File: src/include/prs_pkg.sv
/*
 * shared constants, state codes and carriers of the power-on / run-enable reset
 * sequencer. assumes a 100 MHz system clock and a 32-bit AXI4-Lite register bus.
 */
package prs_pkg;

    ////////////////////////////////////////////////////////////////////////////////////
    // timing
    localparam int CLK_KHZ         = 100000;
    localparam int LEVEL_WAIT_MS   = 50;
    localparam int CARRY_PERIOD_MS = 100;
    localparam int CARRY_SHORT_MS  = 5;
    localparam int LEVEL_CYCLES    = LEVEL_WAIT_MS * CLK_KHZ;
    localparam int CARRY_CYCLES    = CARRY_PERIOD_MS * CLK_KHZ;
    localparam int SHORT_CYCLES    = CARRY_SHORT_MS * CLK_KHZ;

    ////////////////////////////////////////////////////////////////////////////////////
    // register map
    localparam logic [7:0] CTRL_ADDR   = 8'h00;
    localparam logic [7:0] STATUS_ADDR = 8'h04;
    localparam logic [7:0] CARRY_IDX   = 8'h17;
    localparam logic [7:0] CARRY_ADDR  = 8'(CARRY_IDX * 4);
    localparam int CTRL_STOP_BIT  = 0;
    localparam int CTRL_SHORT_BIT = 1;
    localparam int CARRY_FLAG_BIT = 0;
    localparam logic [1:0] RESP_OKAY   = 2'h0;
    localparam logic [1:0] RESP_SLVERR = 2'h2;
    localparam logic [13:0] START_ADDRESS = 14'h0000;

    typedef enum logic [1:0] {
        PRS_SEL_CTRL   = 2'h0,
        PRS_SEL_STATUS = 2'h1,
        PRS_SEL_CARRY  = 2'h2,
        PRS_SEL_NONE   = 2'h3
    } prs_sel_t;

    typedef enum logic [5:0] {
        PRS_CLEAR    = 6'b000001,
        PRS_WAIT     = 6'b000010,
        PRS_RUN      = 6'b000100,
        PRS_CEWAIT   = 6'b001000,
        PRS_STOP     = 6'b010000,
        PRS_STOPEXIT = 6'b100000
    } prs_state_t;

    // what the core and the analog detector see
    typedef struct packed {
        logic        core_reset;
        logic        core_halt;
        logic        start_pulse;
        logic [13:0] start_address;
        logic        osc_enable;
        logic        normal_level;
    } prs_core_t;

    // status word, low bits of the status register
    typedef struct packed {
        logic ce_pending;
        logic carry_disable;
        logic normal_level;
        logic clock_stop;
        logic core_halt;
        logic osc_enable;
        logic power_clear;
    } prs_status_t;

endpackage

File: src/rtl/prs_carry_gen.sv
/*
 * timer carry setting pulse generator: one-cycle pulse every period cycles.
 * assumes the period input holds steady between pulses.
 */
`timescale 1ns/1ns
module prs_carry_gen #(
    parameter int MAX_PERIOD = prs_pkg::CARRY_CYCLES
) (
    input  wire logic        aclk,     // system clock
    input  wire logic        aresetn,  // synchronous reset, active low
    input  wire logic        restart,  // hold to restart at half a period
    input  wire logic [31:0] period,   // period in cycles
    output logic             pulse     // carry setting pulse
);
    typedef struct packed {
        logic [31:0] cnt;
        logic        pulse;
    } prs_gen_t;

    prs_gen_t s;
    prs_gen_t next_s;

    if (MAX_PERIOD < 4) begin : g_chk
        $error("carry period too short");
    end

    always_comb begin
        next_s = s;
        next_s.pulse = 1'b0;
        if (restart) begin
            // half period: first pulse lands mid-way, as the power-on wait needs
            next_s.cnt = period >> 1;
        end else if (s.cnt == 32'h0) begin
            next_s.cnt = period - 32'h1;
            next_s.pulse = 1'b1;
        end else begin
            next_s.cnt = s.cnt - 32'h1;
        end
    end

    always_ff @(posedge aclk) begin
        if (!aresetn) begin
            s <= '0;
        end else begin
            s <= next_s;
        end
    end

    assign pulse = s.pulse;
endmodule // prs_carry_gen

File: src/rtl/prs_seq.sv
/*
 * power-on and run-enable reset sequencer with timer carry flag and disable
 * flop, reached over AXI4-Lite. assumes run_enable is synchronous to aclk and
 * power_clear_in comes unsynchronised from the voltage detector.
 */
`timescale 1ns/1ns
module prs_seq #(
    parameter int LEVEL_CYCLES = prs_pkg::LEVEL_CYCLES,
    parameter int CARRY_CYCLES = prs_pkg::CARRY_CYCLES,
    parameter int SHORT_CYCLES = prs_pkg::SHORT_CYCLES
) (
    input  wire logic               aclk,           // system clock
    input  wire logic               aresetn,        // synchronous reset, active low
    input  wire logic               power_clear_in, // detector output, high = clear
    input  wire logic               run_enable,     // run-enable pin
    output prs_pkg::prs_core_t      core,           // core control, registered
    input  wire logic [7:0]         awaddr,         // write address
    input  wire logic               awvalid,        // write address valid
    output logic                    awready,        // write address ready
    input  wire logic [31:0]        wdata,          // write data
    input  wire logic [3:0]         wstrb,          // write strobes
    input  wire logic               wvalid,         // write data valid
    output logic                    wready,         // write data ready
    output logic [1:0]              bresp,          // write response
    output logic                    bvalid,         // write response valid
    input  wire logic               bready,         // write response ready
    input  wire logic [7:0]         araddr,         // read address
    input  wire logic               arvalid,        // read address valid
    output logic                    arready,        // read address ready
    output logic [31:0]             rdata,          // read data
    output logic [1:0]              rresp,          // read response
    output logic                    rvalid,         // read data valid
    input  wire logic               rready          // read data ready
);
    typedef struct packed {
        prs_pkg::prs_state_t fst;
        logic [1:0]          sync;
        logic                ce_d;
        logic [31:0]         cnt;
        logic                flag;
        logic                dis;
        logic                short_sel;
        logic                stop_req;
        prs_pkg::prs_core_t  core;
        logic                aw_got;
        logic                w_got;
        logic [7:0]          aw_q;
        logic [31:0]         w_q;
        logic                w_low_lane;
        logic                awready;
        logic                wready;
        logic                bvalid;
        logic [1:0]          bresp;
        logic                arready;
        logic                rvalid;
        logic [1:0]          rresp;
        logic [31:0]         rdata;
    } prs_seq_st_t;

    prs_seq_st_t s;
    prs_seq_st_t next_s;
    logic        carry_pulse;
    logic [31:0] carry_period;
    logic        pc;
    logic        ce_rise;

    if (LEVEL_CYCLES < 2 || SHORT_CYCLES < 4 || CARRY_CYCLES < SHORT_CYCLES) begin : g_chk
        $error("sequencer timing parameters out of range");
    end

    function automatic prs_pkg::prs_sel_t decode(input logic [7:0] addr);
        case (addr)
            prs_pkg::CTRL_ADDR:   decode = prs_pkg::PRS_SEL_CTRL;
            prs_pkg::STATUS_ADDR: decode = prs_pkg::PRS_SEL_STATUS;
            prs_pkg::CARRY_ADDR:  decode = prs_pkg::PRS_SEL_CARRY;
            default:              decode = prs_pkg::PRS_SEL_NONE;
        endcase
    endfunction

    ////////////////////////////////////////////////////////////////////////////////////
    // carry pulse source, restarted while power clear holds

    assign carry_period = s.short_sel ? 32'(SHORT_CYCLES) : 32'(CARRY_CYCLES);

    prs_carry_gen #(
        .MAX_PERIOD (CARRY_CYCLES)
    ) u_carry (
        .aclk    (aclk),
        .aresetn (aresetn),
        .restart (s.fst == prs_pkg::PRS_CLEAR),
        .period  (carry_period),
        .pulse   (carry_pulse)
    );

    assign pc = s.sync[1];
    assign ce_rise = run_enable && !s.ce_d;

    ////////////////////////////////////////////////////////////////////////////////////
    // next state

    always_comb begin
        prs_pkg::prs_sel_t rsel;
        rsel = decode(araddr);
        next_s = s;
        next_s.sync = {s.sync[0], power_clear_in};
        next_s.ce_d = run_enable;

        // register bus, write side: address and data in either order
        if (awvalid && s.awready) begin
            next_s.aw_got = 1'b1;
            next_s.aw_q = awaddr;
        end
        if (wvalid && s.wready) begin
            next_s.w_got = 1'b1;
            next_s.w_q = wdata;
            // strobe kept with its data: the master may change it once w is taken
            next_s.w_low_lane = wstrb[0];
        end
        if (s.bvalid && bready) begin
            next_s.bvalid = 1'b0;
        end
        if (s.aw_got && s.w_got && !s.bvalid) begin
            next_s.aw_got = 1'b0;
            next_s.w_got = 1'b0;
            next_s.bvalid = 1'b1;
            next_s.bresp = prs_pkg::RESP_OKAY;
            case (decode(s.aw_q))
                prs_pkg::PRS_SEL_CTRL: begin
                    if (s.w_low_lane) begin
                        next_s.stop_req = s.w_q[prs_pkg::CTRL_STOP_BIT];
                        next_s.short_sel = s.w_q[prs_pkg::CTRL_SHORT_BIT];
                    end
                end
                prs_pkg::PRS_SEL_STATUS,
                prs_pkg::PRS_SEL_CARRY: begin
                end
                default: next_s.bresp = prs_pkg::RESP_SLVERR;
            endcase
        end
        next_s.awready = !next_s.aw_got && !next_s.bvalid;
        next_s.wready = !next_s.w_got && !next_s.bvalid;

        // read side
        if (s.rvalid && rready) begin
            next_s.rvalid = 1'b0;
        end
        if (arvalid && s.arready) begin
            next_s.rvalid = 1'b1;
            next_s.rresp = prs_pkg::RESP_OKAY;
            next_s.rdata = 32'h0;
            case (rsel)
                prs_pkg::PRS_SEL_CTRL: begin
                    next_s.rdata[prs_pkg::CTRL_SHORT_BIT] = s.short_sel;
                end
                prs_pkg::PRS_SEL_STATUS: begin
                    next_s.rdata = 32'(prs_pkg::prs_status_t'{
                        ce_pending:    s.fst == prs_pkg::PRS_CEWAIT,
                        carry_disable: s.dis,
                        normal_level:  s.core.normal_level,
                        clock_stop:    s.fst == prs_pkg::PRS_STOP,
                        core_halt:     s.core.core_halt,
                        osc_enable:    s.core.osc_enable,
                        power_clear:   pc});
                end
                prs_pkg::PRS_SEL_CARRY: begin
                    next_s.rdata[prs_pkg::CARRY_FLAG_BIT] = s.flag;
                    next_s.flag = 1'b0;
                    next_s.dis = 1'b0;
                end
                default: next_s.rresp = prs_pkg::RESP_SLVERR;
            endcase
        end
        next_s.arready = !next_s.rvalid;

        // carry flag: a pulse in the cycle of the read still sets it
        if (carry_pulse && !s.dis) begin
            next_s.flag = 1'b1;
        end

        // sequencer
        next_s.core.start_pulse = 1'b0;
        case (s.fst)
            prs_pkg::PRS_CLEAR: begin
                if (!pc) begin
                    next_s.fst = prs_pkg::PRS_WAIT;
                end
            end
            prs_pkg::PRS_WAIT: begin
                // a run-enable rise here merges into the power-on start
                if (carry_pulse) begin
                    next_s.fst = prs_pkg::PRS_RUN;
                    next_s.core.start_pulse = 1'b1;
                end
            end
            prs_pkg::PRS_RUN: begin
                if (ce_rise) begin
                    next_s.fst = prs_pkg::PRS_CEWAIT;
                end else if (s.stop_req) begin
                    next_s.fst = prs_pkg::PRS_STOP;
                    next_s.stop_req = 1'b0;
                end
            end
            prs_pkg::PRS_CEWAIT: begin
                if (carry_pulse) begin
                    next_s.fst = prs_pkg::PRS_RUN;
                    next_s.core.start_pulse = 1'b1;
                end
            end
            prs_pkg::PRS_STOP: begin
                if (ce_rise) begin
                    next_s.fst = prs_pkg::PRS_STOPEXIT;
                    next_s.cnt = 32'h0;
                end
            end
            prs_pkg::PRS_STOPEXIT: begin
                // supply still low at the switch shows up as power clear next
                next_s.cnt = s.cnt + 32'h1;
                if (s.cnt == 32'(LEVEL_CYCLES - 1)) begin
                    next_s.fst = prs_pkg::PRS_CEWAIT;
                end
            end
            default: next_s.fst = prs_pkg::PRS_CLEAR;
        endcase

        if (pc) begin
            next_s.fst = prs_pkg::PRS_CLEAR;
            next_s.dis = 1'b1;
            next_s.flag = 1'b0;
            next_s.stop_req = 1'b0;
            next_s.short_sel = 1'b0;
            next_s.core.start_pulse = 1'b0;
        end

        next_s.core.core_reset = next_s.fst == prs_pkg::PRS_CLEAR;
        next_s.core.core_halt = next_s.fst inside {prs_pkg::PRS_CLEAR, prs_pkg::PRS_WAIT,
                                                   prs_pkg::PRS_CEWAIT};
        next_s.core.osc_enable = !(next_s.fst inside {prs_pkg::PRS_CLEAR,
                                                      prs_pkg::PRS_STOP});
        next_s.core.normal_level = !(next_s.fst inside {prs_pkg::PRS_STOP,
                                                        prs_pkg::PRS_STOPEXIT});
        next_s.core.start_address = prs_pkg::START_ADDRESS;
    end

    always_ff @(posedge aclk) begin
        if (!aresetn) begin
            s <= '0;
            s.fst <= prs_pkg::PRS_CLEAR;
            // power clear assumed until the pin is seen low, so no start slips out of reset
            s.sync <= 2'h3;
            s.dis <= 1'b1;
            s.core.core_reset <= 1'b1;
            s.core.core_halt <= 1'b1;
            s.core.normal_level <= 1'b1;
        end else begin
            s <= next_s;
        end
    end

    assign core = s.core;
    assign awready = s.awready;
    assign wready = s.wready;
    assign bvalid = s.bvalid;
    assign bresp = s.bresp;
    assign arready = s.arready;
    assign rvalid = s.rvalid;
    assign rresp = s.rresp;
    assign rdata = s.rdata;
endmodule // prs_seq

File: config.mk
export PLATFORM = sky130hd
export DESIGN_NAME = prs_seq
export DESIGN_NICKNAME = d
export VERILOG_FILES = /design/src/include/prs_pkg.sv /design/src/rtl/prs_carry_gen.sv /design/src/rtl/prs_seq.sv
export SDC_FILE = /design/constraint.sdc
export NUM_CORES = 1
export LEC_CHECK = 0
export BUFFER_PORTS_ARGS = -buffer_cell sky130_fd_sc_hd__buf_2
export CORE_MARGIN = 2
export CORE_UTILIZATION = 51
export CTS_BUF_LIST = sky130_fd_sc_hd__clkbuf_8
export DETAILED_ROUTE_END_ITERATION = 7
export PLACE_DENSITY = 0.79
export SLEW_MARGIN = 20
export SYNTH_ARGS = -nofsm -noshare
export SYNTH_HDL_FRONTEND = slang
export SYNTH_SLANG_ARGS = --single-unit
File: constraint.sdc
create_clock -name aclk -period 2.42 [get_ports aclk]
set_input_delay 0.605 -clock aclk [delete_from_list [all_inputs] [get_ports aclk]]
set_output_delay 0.605 -clock aclk [all_outputs]
set_load 0.03 [all_outputs]
==> run_results.csv, run 1 <==
group,metric,value,unit
sta,finalHoldViolCount,0,
die,die_area,0.01181,sq mm
die,core_area,0.01075,sq mm
final_layout,final_cell_mix,"109 x dfxtp_1, 80 x nand2_1, 51 x a21oi_1, 51 x nor2_1, 47 x nand3_1",
place,io_buffers,46,
synth,synthSimpleGateAreaFrac,29.79,%
place,place_hpwl,9289,microns
synth,synthArstFlopShare,0,%
synth,synth_top_family_by_area,"simple AND/OR/NAND/NOR gates",
final_layout,syn_to_final_growth,10.32,%
hold_path,hold_class,"input pin to register",
clock_tree,cts_tree,"done",
synth,muxShareOfSynthArea,1.544,%
synth,synth_fa_ha_area_share,1.343,%
hold_path,holdPathStages,2,
synth,synth_xor_area_share,4.387,%
routing,drt_iter0_markers,511,
routing,drc,0,
pwr,power_frac_seq,56.1,%
clock_tree,cts_buffers,9,
pwr,switchingPower,980.5,uW
synth,ys_types,61,
sta,setup_slack,-0.001641,ns
clock_tree,clk_pin_slew,0.11,ns
synth,synth_top_area_share,39.39,%
pwr,swShare,29.20,%
pwr,intPower,2.377,mW
pwr,clockPowerShare,31.3,%
pwr,p_total,3.358,mW
pwr,p_leak,2.333,nW
synth,syn_avg_cell_area,8.185,sq um
grt,grt_overflow_total,0,
synth,synth_edf_count,0,
routing,avgRoutedWirePerCell,14.39,microns
synth,synth_compound_area_share,13.41,%
run,maxCapViolations,0,
final_layout,fill_cells,922,
routing,wl,12780,microns
die,initial_core_util,52.03,%
sta,max_slew_margin,63.22,%
sta,report.final.slew_viol_count,0,
grt,first_global_vias,4715,
critical_path,r2r_cells,6,
sta,skew,0.01755,ns
critical_path,crit_fanout,7,
place,routabilityCongestion,0.8858,
critical_path,r2r_setup_slack,-0.002,ns
sta,fmax,412.9,MHz
synth,yosysTopAreaCell,"dfxtp_1",
pwr,ir_drop,674.7,uV
pwr,powerDensity,544.5,mW/mm^2
critical_path,required,2.71,ns
die,die_w,108.7,microns
routing,routed_via_density,5.685,
final_layout,stdcell_area,0.006167,sq mm
routing,num_vias,5048,
grt,antenna_found_initial,0,
sta,fin_tns_setup,-0.001641,ns
run_status,violations,"negative setup slack",
sta,post-route-min-period,2.422,ns
clock_tree,cts_hold_buf,0,
place,post_dp_cell_area,0.005932,sq mm
run_status,status,"finished, violations left",
critical_path,cp-start-kind,"register",
synth,synth-seq-area-share,39.39,%
sta,finalSetupViolations,1,
die,io_pins,121,
clock_tree,ctsHtreeMaxLevel,3,
final_layout,final_common_cell,"dfxtp_1",
sta,tightest_slew,0.5497,ns
synth,ys_warn_count,0,
final_layout,finalNetCount,810,
synth,syn_area,0.005590,sq mm
clock_tree,cts_root_buf,"clkbuf_8",
synth,synthCells,683,
grt,grt.total_usage,22.26,%
grt,grt_max_degree,29,
synth,ys_ff_latch,110,
routing,drt-pass1-iter-count,5,
synth,synth-main-ff-cell,"dfxtp_1",
synth,synth_area_leaders,"dfxtp_1 39%, buf_4 7.5%, nand2_1 5.4%",
sta,rsz0062_at_grt,"yes",
die,die_h,108.7,microns
pwr,comb_power_share,12.6,%
final_layout,antennaDiodeCount,0,
final_layout,drive_gt1_share,18.18,%
routing,ant_nets,0,
clock_tree,cts.sinks,110,
clock_tree,clock_latency,0.39,ns
critical_path,cp.arrival,2.71,ns
sta,fin_crit_sh,100.1,%
grt,grt_pass1_wl,21130,microns
die,rows,38,
critical_path,crit_type,"register to register",
critical_path,cp-end-kind,"register",
clock_tree,clockBufferDepth,2,
metal layers:
metal / GRT usage, % / share of wire [%] / wire length (microns)
met5: 0 / 0 / 0
met3: 5.140 / 5.9 / 748
met2: 39.20 / 48 / 6179
met1: 26.46 / 44 / 5613
met4: 7.967 / 1.8 / 235
kinds of logic (layout without fill, tap and decap cells):
logic type / after synthesis / count (layout)
XOR/XNOR: 28 / 28
other: 1 / 41
AND/OR/NAND/NOR: 317 / 317
multiplexers: 8 / 8
adder cells (fa/ha/maj): 6 / 6
AO/OA/AOI/OAI: 123 / 123
flip-flops: 110 / 110
buffers and inverters: 90 / 115
state kept, by name, summed over array words and instances, names as in the netlist:
register       flops
arready            1
awready            1
bresp              1
bvalid             1
core               5
next_s             1
pc                 1
rdata              7
rresp              1
rvalid             1
s                 56
u_carry.pulse      1
u_carry.s         32
wready             1
Yosys cell counts (9+ instances only):
library cell	n
nand3_1	47
nand4_1	17
nor3_1	22
xnor2_1	24
nand2b_1	13
nor2_1	52
a21oi_1	55
and3_1	10
o31ai_1	10
nand2_1	80
buf_4	56
clkbuf_1	20
dfxtp_1	110
o21ai_0	16
nor2b_1	9
nor4_1	22
per-stage QoR:
stage / hold WS [ns] / std cells / util [%] / setup slack (ns)
finish: 0.3928 / 888 / 57.39 / -0.001641
global route: 0.3861 / 888 / 57.39 / -0.04704
global placement: 0.3979 / 870 / 55.20 / -0.007667
CTS: 0.3779 / 886 / 56.90 / 0.004322
floorplan: 0.3863 / 723 / - / 0.03444
detailed placement: 0.4007 / 870 / 55.20 / -0.01329
worst max-delay path, cell delays in order, from the launching register on:
cell	delay, ns
dfxtp_2	0.35
or4_4	0.53
or4_4	0.49
or4_4	0.58
a21oi_2	0.18
buf_4	0.15
a21oi_2	0.04
worst paths after layout:
check	from	end
hold reg to reg	next_s[141]$_SDFF_PN1_	pc$_SDFF_PN1_
hold / removal	power_clear_in	next_s[141]$_SDFF_PN1_
setup / recovery	u_carry.s[13]$_SDFF_PN0_	u_carry.s[10]$_SDFF_PN0_
setup reg to reg	u_carry.s[13]$_SDFF_PN0_	u_carry.s[10]$_SDFF_PN0_
final cells by class:
cell class              count  area [sq um]  share of cell area [%]
multi-input cells         523          3012                   48.83
flip-flops and latches    110          2203                   35.73
repair buffers             90         564.3                   9.150
well taps                 140         175.2                   2.840
clock buffers               9         123.9                   2.009
clock inverters             7         55.05                  0.8927
inverters                   9         33.78                  0.5478
power by group through the flow:
stage | logic [mW] | registers (mW) | clock network, mW
floorplan | 0.337 | 1.93 | 0
global placement | 0.394 | 1.92 | 0
detailed placement | 0.405 | 1.93 | 0
CTS | 0.407 | 1.88 | 1.08
global route | 0.462 | 1.89 | 1.14
finish | 0.423 | 1.88 | 1.05
repair_timing:
item	in CTS	in global routing
pin swaps	1	0
resized for setup	1	11
endpoints found under the setup margin	5	11
setup buffers	0	2
No activity file was read; power rests on OpenSTA's default activity.
==> run 2, diff against run 1 <==
==> constraint.sdc (replaced) <==
create_clock -name aclk -period 2.42 [get_ports aclk]
set_input_delay 0.363 -clock aclk [delete_from_list [all_inputs] [get_ports aclk]]
set_output_delay 0.363 -clock aclk [all_outputs]
set_load 0.03 [all_outputs]
==> run 2 against run 1 <==
Compared with the run above:
- the flow now finishes without violations
- first-iteration DRC count fell by 20%
- register-to-register slack improved by 0.02 ns
- critical path depth fell by 1
- cell count fell by 1.4%
- routed wire length fell by 2.0%
- total power fell by 1.1%
- count of clock-buffer cells in the layout did not move
- largest power group unchanged
- clock power barely moved
- sequential power barely moved
==> run_results.csv, run 2 (synthesized netlist as in run 1, its figures left out) <==
group,metric,value,unit
run_status,status,"finished, final reports clean",
die,initial_core_util,52.03,%
die,io_pins,121,
critical_path,slowest_delay,0.59,ns
die,rows,38,
final_layout,regMostFlops,"s",
sta,finalHoldViolCount,0,
critical_path,crit_fanout,14,
pwr,ir_drop,446.6,uV
critical_path,cp-start-kind,"register",
routing,num_vias,4948,
final_layout,stdcell_area,0.006056,sq mm
grt,grt.total_usage,21.53,%
grt,grt_pass1_wl,20570,microns
routing,avgRoutedWirePerCell,14.30,microns
critical_path,cp.arrival,2.67,ns
final_layout,drive_gt1_share,15.76,%
sta,finalSetupViolations,0,
sta,report.final.slew_viol_count,0,
critical_path,crit_type,"register to register",
critical_path,startpoint,"u_carry.s[13]$_SDFF_PN0_",
critical_path,r2r_cells,5,
critical_path,r2r_setup_slack,0.02,ns
clock_tree,clock_latency,0.36,ns
die,die_h,108.7,microns
critical_path,path_delay_family,"simple AND/OR/NAND/NOR gates",
clock_tree,clockBufferDepth,2,
critical_path,cp-end-kind,"register",
place,post_dp_cell_area,0.005887,sq mm
grt,first_global_vias,4569,
final_layout,syn_to_final_growth,8.326,%
critical_path,cp.depth,5,
clock_tree,ctsHtreeMaxLevel,3,
routing,wl,12520,microns
sta,skew,0.007232,ns
grt,grt_max_degree,27,
final_layout,fill_cells,943,
clock_tree,cts.sinks,110,
die,core_area,0.01075,sq mm
place,place_hpwl,9149,microns
pwr,p_total,3.320,mW
clock_tree,clk_pin_slew,0.10,ns
final_layout,largest_register_ff_count,56,
sta,fin_tns_setup,0,ns
grt,grt_overflow_total,0,
sta,tightest_slew,0.8874,ns
critical_path,crit_slowest_cell,"or4_4",
final_layout,final_cell_mix,"110 x dfxtp_1, 80 x nand2_1, 54 x a21oi_1",
hold_path,hold_class,"input pin to register",
pwr,p_leak,2.281,nW
final_layout,antennaDiodeCount,0,
critical_path,rr_startpoint,"u_carry.s[13]$_SDFF_PN0_",
critical_path,crit_path_end,"u_carry.s[26]$_SDFF_PP0_",
sta,rsz0062_at_grt,"yes",
sta,fmax,416.8,MHz
critical_path,critical_path.cell_chain,"or4_4 -> or4_4 -> or4_4 -> nand2_4 -> o21ba_2",
final_layout,finalNetCount,802,
die,die_w,108.7,microns
critical_path,worst-path-buf-inv,0,
place,dp_slack,0.02005,ns
critical_path,cpMostUsedCell,"or4_4",
critical_path,crit-reg2reg-capture,"u_carry.s[26]$_SDFF_PP0_",
routing,drt_iter0_markers,408,
routing,drt-pass1-iter-count,5,
clock_tree,cts_tree,"done",
sta,fin_crit_sh,99.14,%
critical_path,required,2.69,ns
final_layout,final_common_cell,"dfxtp_1",
clock_tree,cts_buffers,9,
sta,post-route-min-period,2.399,ns
grt,antenna_found_initial,0,
routing,drc,0,
sta,setup_slack,0.02080,ns
routing,routed_via_density,5.648,
routing,ant_nets,0,
place,io_buffers,46,
die,die_area,0.01181,sq mm
clock_tree,cts_root_buf,"clkbuf_8",
clock_tree,cts_hold_buf,0,
run,maxCapViolations,0,
place,routabilityCongestion,0.8984,
pwr,powerDensity,548.2,mW/mm^2
sta,max_slew_margin,40.84,%
## run 2: changes by cell type in the layout (fill, tap and decap cells not counted), sizes merged
cell    previous run  this run
bufinv             0         1
buf               90        82
inv               11         9
clkinv             4         1
## run 2: worst reg2reg max path, cell delays in order (launching register included)
cell,delay [ns]
dfxtp_1,0.32
or4_4,0.53
or4_4,0.49
or4_4,0.59
nand2_4,0.19
o21ba_2,0.19
## run 2: worst min-delay path by stage
stage	start	end	slack [ns]	cells after the start
3_3_place_gp	next_s[141]$_SDFF_PN1_	pc$_SDFF_PN1_	0.40	1
2_1_floorplan	next_s[141]$_SDFF_PN1_	pc$_SDFF_PN1_	0.39	1
6_report	power_clear_in	next_s[141]$_SDFF_PN1_	0.19	2
5_1_grt	power_clear_in	next_s[141]$_SDFF_PN1_	0.19	2
4_1_cts	power_clear_in	next_s[141]$_SDFF_PN1_	0.18	2
3_5_place_dp	next_s[141]$_SDFF_PN1_	pc$_SDFF_PN1_	0.40	1
## run 2: final cells by class
| cell class | instances | area (sq um) | area share [%] |
|---|---|---|---|
| Timing Repair Buffer | 82 | 500.5 | 8.264 |
| Tap cell | 140 | 175.2 | 2.893 |
| Clock buffer | 9 | 123.9 | 2.045 |
| Sequential cell | 110 | 2202 | 36.36 |
| Inverter | 9 | 33.78 | 0.5579 |
| Clock inverter | 3 | 41.29 | 0.6818 |
| Multi-Input combinational cell | 523 | 2979 | 49.19 |
## run 2: per-stage QoR
step | util (%) | std cells | hold slack, ns
after detailed placement | 54.79 | 864 | 0.3973
after global routing | 56.36 | 876 | 0.1891
after CTS | 56.32 | 876 | 0.1796
after floorplan | - | 723 | 0.3863
final | 56.36 | 876 | 0.1899
after global placement | 54.79 | 864 | 0.3957
## run 2: power breakdown
group	internal (mW)	switching [mW]	leakage, nW
clock	0.454	0.577	0.0843
combinational	0.132	0.274	1.30
sequential	1.85	0.0343	0.893
total	2.43	0.885	2.28
## run 2: what timing repair did
item | 4_1_cts | 5_1_grt
setup buffers | 0 | 0
setup endpoints to repair | 0 | 5
gates resized for setup | 0 | 2
## run 2: metal layers
layer  vias up  track usage [%]  part of all wire (%)
li1       2447                -                     -
met1      2320            27.26                    44
met2       159            36.83                    49
met3        22            3.706                   5.3
met4         0            7.784                   1.8
met5         -                0                     0
==> run 3, diff against run 2 <==
==> constraint.sdc (replaced) <==
create_clock -name aclk -period 2.42 [get_ports aclk]
set_input_delay 0.121 -clock aclk [delete_from_list [all_inputs] [get_ports aclk]]
set_output_delay 0.121 -clock aclk [all_outputs]
set_load 0.03 [all_outputs]
==> run 3 against run 2 <==
Compared with the run above:
- global-route usage is 0.055 points higher
- core utilization is 1.8 points higher
- sequential share of layout area is 1.1 points lower
- critical endpoint unchanged
- largest cell class unchanged
==> run_results.csv, run 3 (synthesized netlist as in run 1, its figures left out) <==
group,metric,value,unit
grt,grt.total_usage,21.58,%
clock_tree,cts_setup_buffers,0,
clock_tree,clock_latency,0.38,ns
pwr,switchingPower,932.1,uW
pwr,ir_drop,356.5,uV
final_layout,final_cell_mix,"109 x dfxtp_1, 80 x nand2_1, 54 x a21oi_1",
final_layout,largest_register_ff_count,56,
routing,ant_nets,0,
routing,num_vias,5093,
place,post_dp_cell_area,0.005862,sq mm
pwr,comb_power_share,12.1,%
grt,grt_max_degree,52,
routing,avgRoutedWirePerCell,14.37,microns
critical_path,cp-start-kind,"register",
clock_tree,cts_tree,"done",
clock_tree,clockBufferDepth,2,
critical_path,crit_type,"register to register",
grt,antenna_found_initial,0,
routing,wl,12780,microns
final_layout,stdcell_area,0.006245,sq mm
sta,post-route-min-period,2.400,ns
die,die_area,0.01181,sq mm
die,io_pins,121,
pwr,intPower,2.571,mW
final_layout,fin_util,58.12,%
critical_path,rr_startpoint,"u_carry.s[13]$_SDFF_PN0_",
place,routabilityCongestion,0.8878,
die,die_w,108.7,microns
pwr,power_frac_seq,53.8,%
pwr,clockPowerShare,34.1,%
final_layout,syn_to_final_growth,11.71,%
final_layout,drive_gt1_share,15.49,%
die,die_h,108.7,microns
pwr,powerDensity,561.0,mW/mm^2
routing,drt-pass1-iter-count,6,
final_layout,finalNetCount,811,
grt,grt_overflow_total,0,
die,rows,38,
critical_path,cp.arrival,2.69,ns
run_status,status,"finished, final reports clean",
routing,drt_iter0_markers,486,
hold_path,worstHoldStart,"wvalid",
pwr,p_leak,2.358,nW
sta,report.final.slew_viol_count,0,
die,initial_core_util,52.03,%
pwr,p_total,3.503,mW
routing,routed_via_density,5.729,
final_layout,antennaDiodeCount,0,
place,place_hpwl,8893,microns
sta,skew,0.008337,ns
sta,fin_crit_sh,99.19,%
clock_tree,cts_buffers,9,
hold_path,hold_class,"input pin to register",
sta,max_slew_margin,46.93,%
run,maxCapViolations,0,
die,core_area,0.01075,sq mm
critical_path,crit_fanout,14,
pwr,swShare,26.61,%
critical_path,cp-end-kind,"register",
sta,rsz0062_at_grt,"yes",
clock_tree,clk_pin_slew,0.10,ns
sta,tightest_slew,0.7960,ns
sta,fmax,416.6,MHz
place,io_buffers,46,
clock_tree,cts_root_buf,"clkbuf_8",
critical_path,required,2.71,ns
final_layout,regMostFlops,"s",
sta,finalHoldViolCount,0,
final_layout,final_common_cell,"dfxtp_1",
clock_tree,cts.sinks,110,
clock_tree,ctsHtreeMaxLevel,3,
grt,first_global_vias,4589,
sta,finalSetupViolations,0,
routing,drc,0,
critical_path,startpoint,"u_carry.s[13]$_SDFF_PN0_",
grt,grt_pass1_wl,20620,microns
## run 3: cell count changes in the layout (fill, tap and decap cells not counted), sizes merged
cell,before,now
buf,82,77
bufinv,1,2
clkinv,1,3
clkinvlp,1,0
dlygate4sd3,0,14
inv,9,11
## run 3: power by group through the flow
stage | sequential, mW | clock, mW | combinational, mW
6_report | 1.88 | 1.20 | 0.422
3_3_place_gp | 1.92 | 0 | 0.386
4_1_cts | 1.88 | 1.21 | 0.414
5_1_grt | 1.89 | 1.28 | 0.458
3_5_place_dp | 1.93 | 0 | 0.394
2_1_floorplan | 1.93 | 0 | 0.337
## run 3: metrics by stage
step	cells	hold slack (ns)	TNS [ns]	worst slack, ns
global route	889	0.03301	-0.04810	-0.01957
global placement	859	0.3163	0	0.04940
detailed placement	859	0.3290	0	0.01297
CTS	889	0.01400	0	0.0001303
finish	889	0.02497	0	0.01952
floorplan	723	0.2225	0	0.08593
## run 3: routing by layer
layer	wire length, microns	up-vias	track usage, %
met3	811	24	3.407
met1	5570	2395	27.00
met4	242	0	7.326
li1	-	2475	-
met5	0	-	0
met2	6152	199	37.77
## run 3: path summary, 6_finish.rpt
path,endpoint,slack [ns],cells past startpoint
hold reg to reg,pc$_SDFF_PN1_,0.42,1
hold / removal,s[42]$_SDFFE_PN0P_,0.02,3
setup / recovery,u_carry.s[26]$_SDFF_PP0_,0.02,5
setup reg to reg,u_carry.s[26]$_SDFF_PP0_,0.02,5
## run 3: final cells by class
type                            instances  area [sq um]
Fill cell                             927          4501
Sequential cell                       110          2203
Tap cell                              140         175.2
Clock buffer                            9         123.9
Clock inverter                          7         90.09
Inverter                                9         33.78
Timing Repair Buffer                   91         619.3
Multi-Input combinational cell        523          2999
## run 3: critical path, cell delays in order (launching register included)
cell and delay, ns:
dfxtp_2 0.34, or4_4 0.53, or4_4 0.49, or4_4 0.63
nand2_8 0.15, o21ba_4 0.16
## run 3: what timing repair did
action	4_1_cts	5_1_grt
hold buffers	14	0
endpoints found under the hold margin	14	0
resized for setup	0	6
endpoints found under the setup margin	0	6
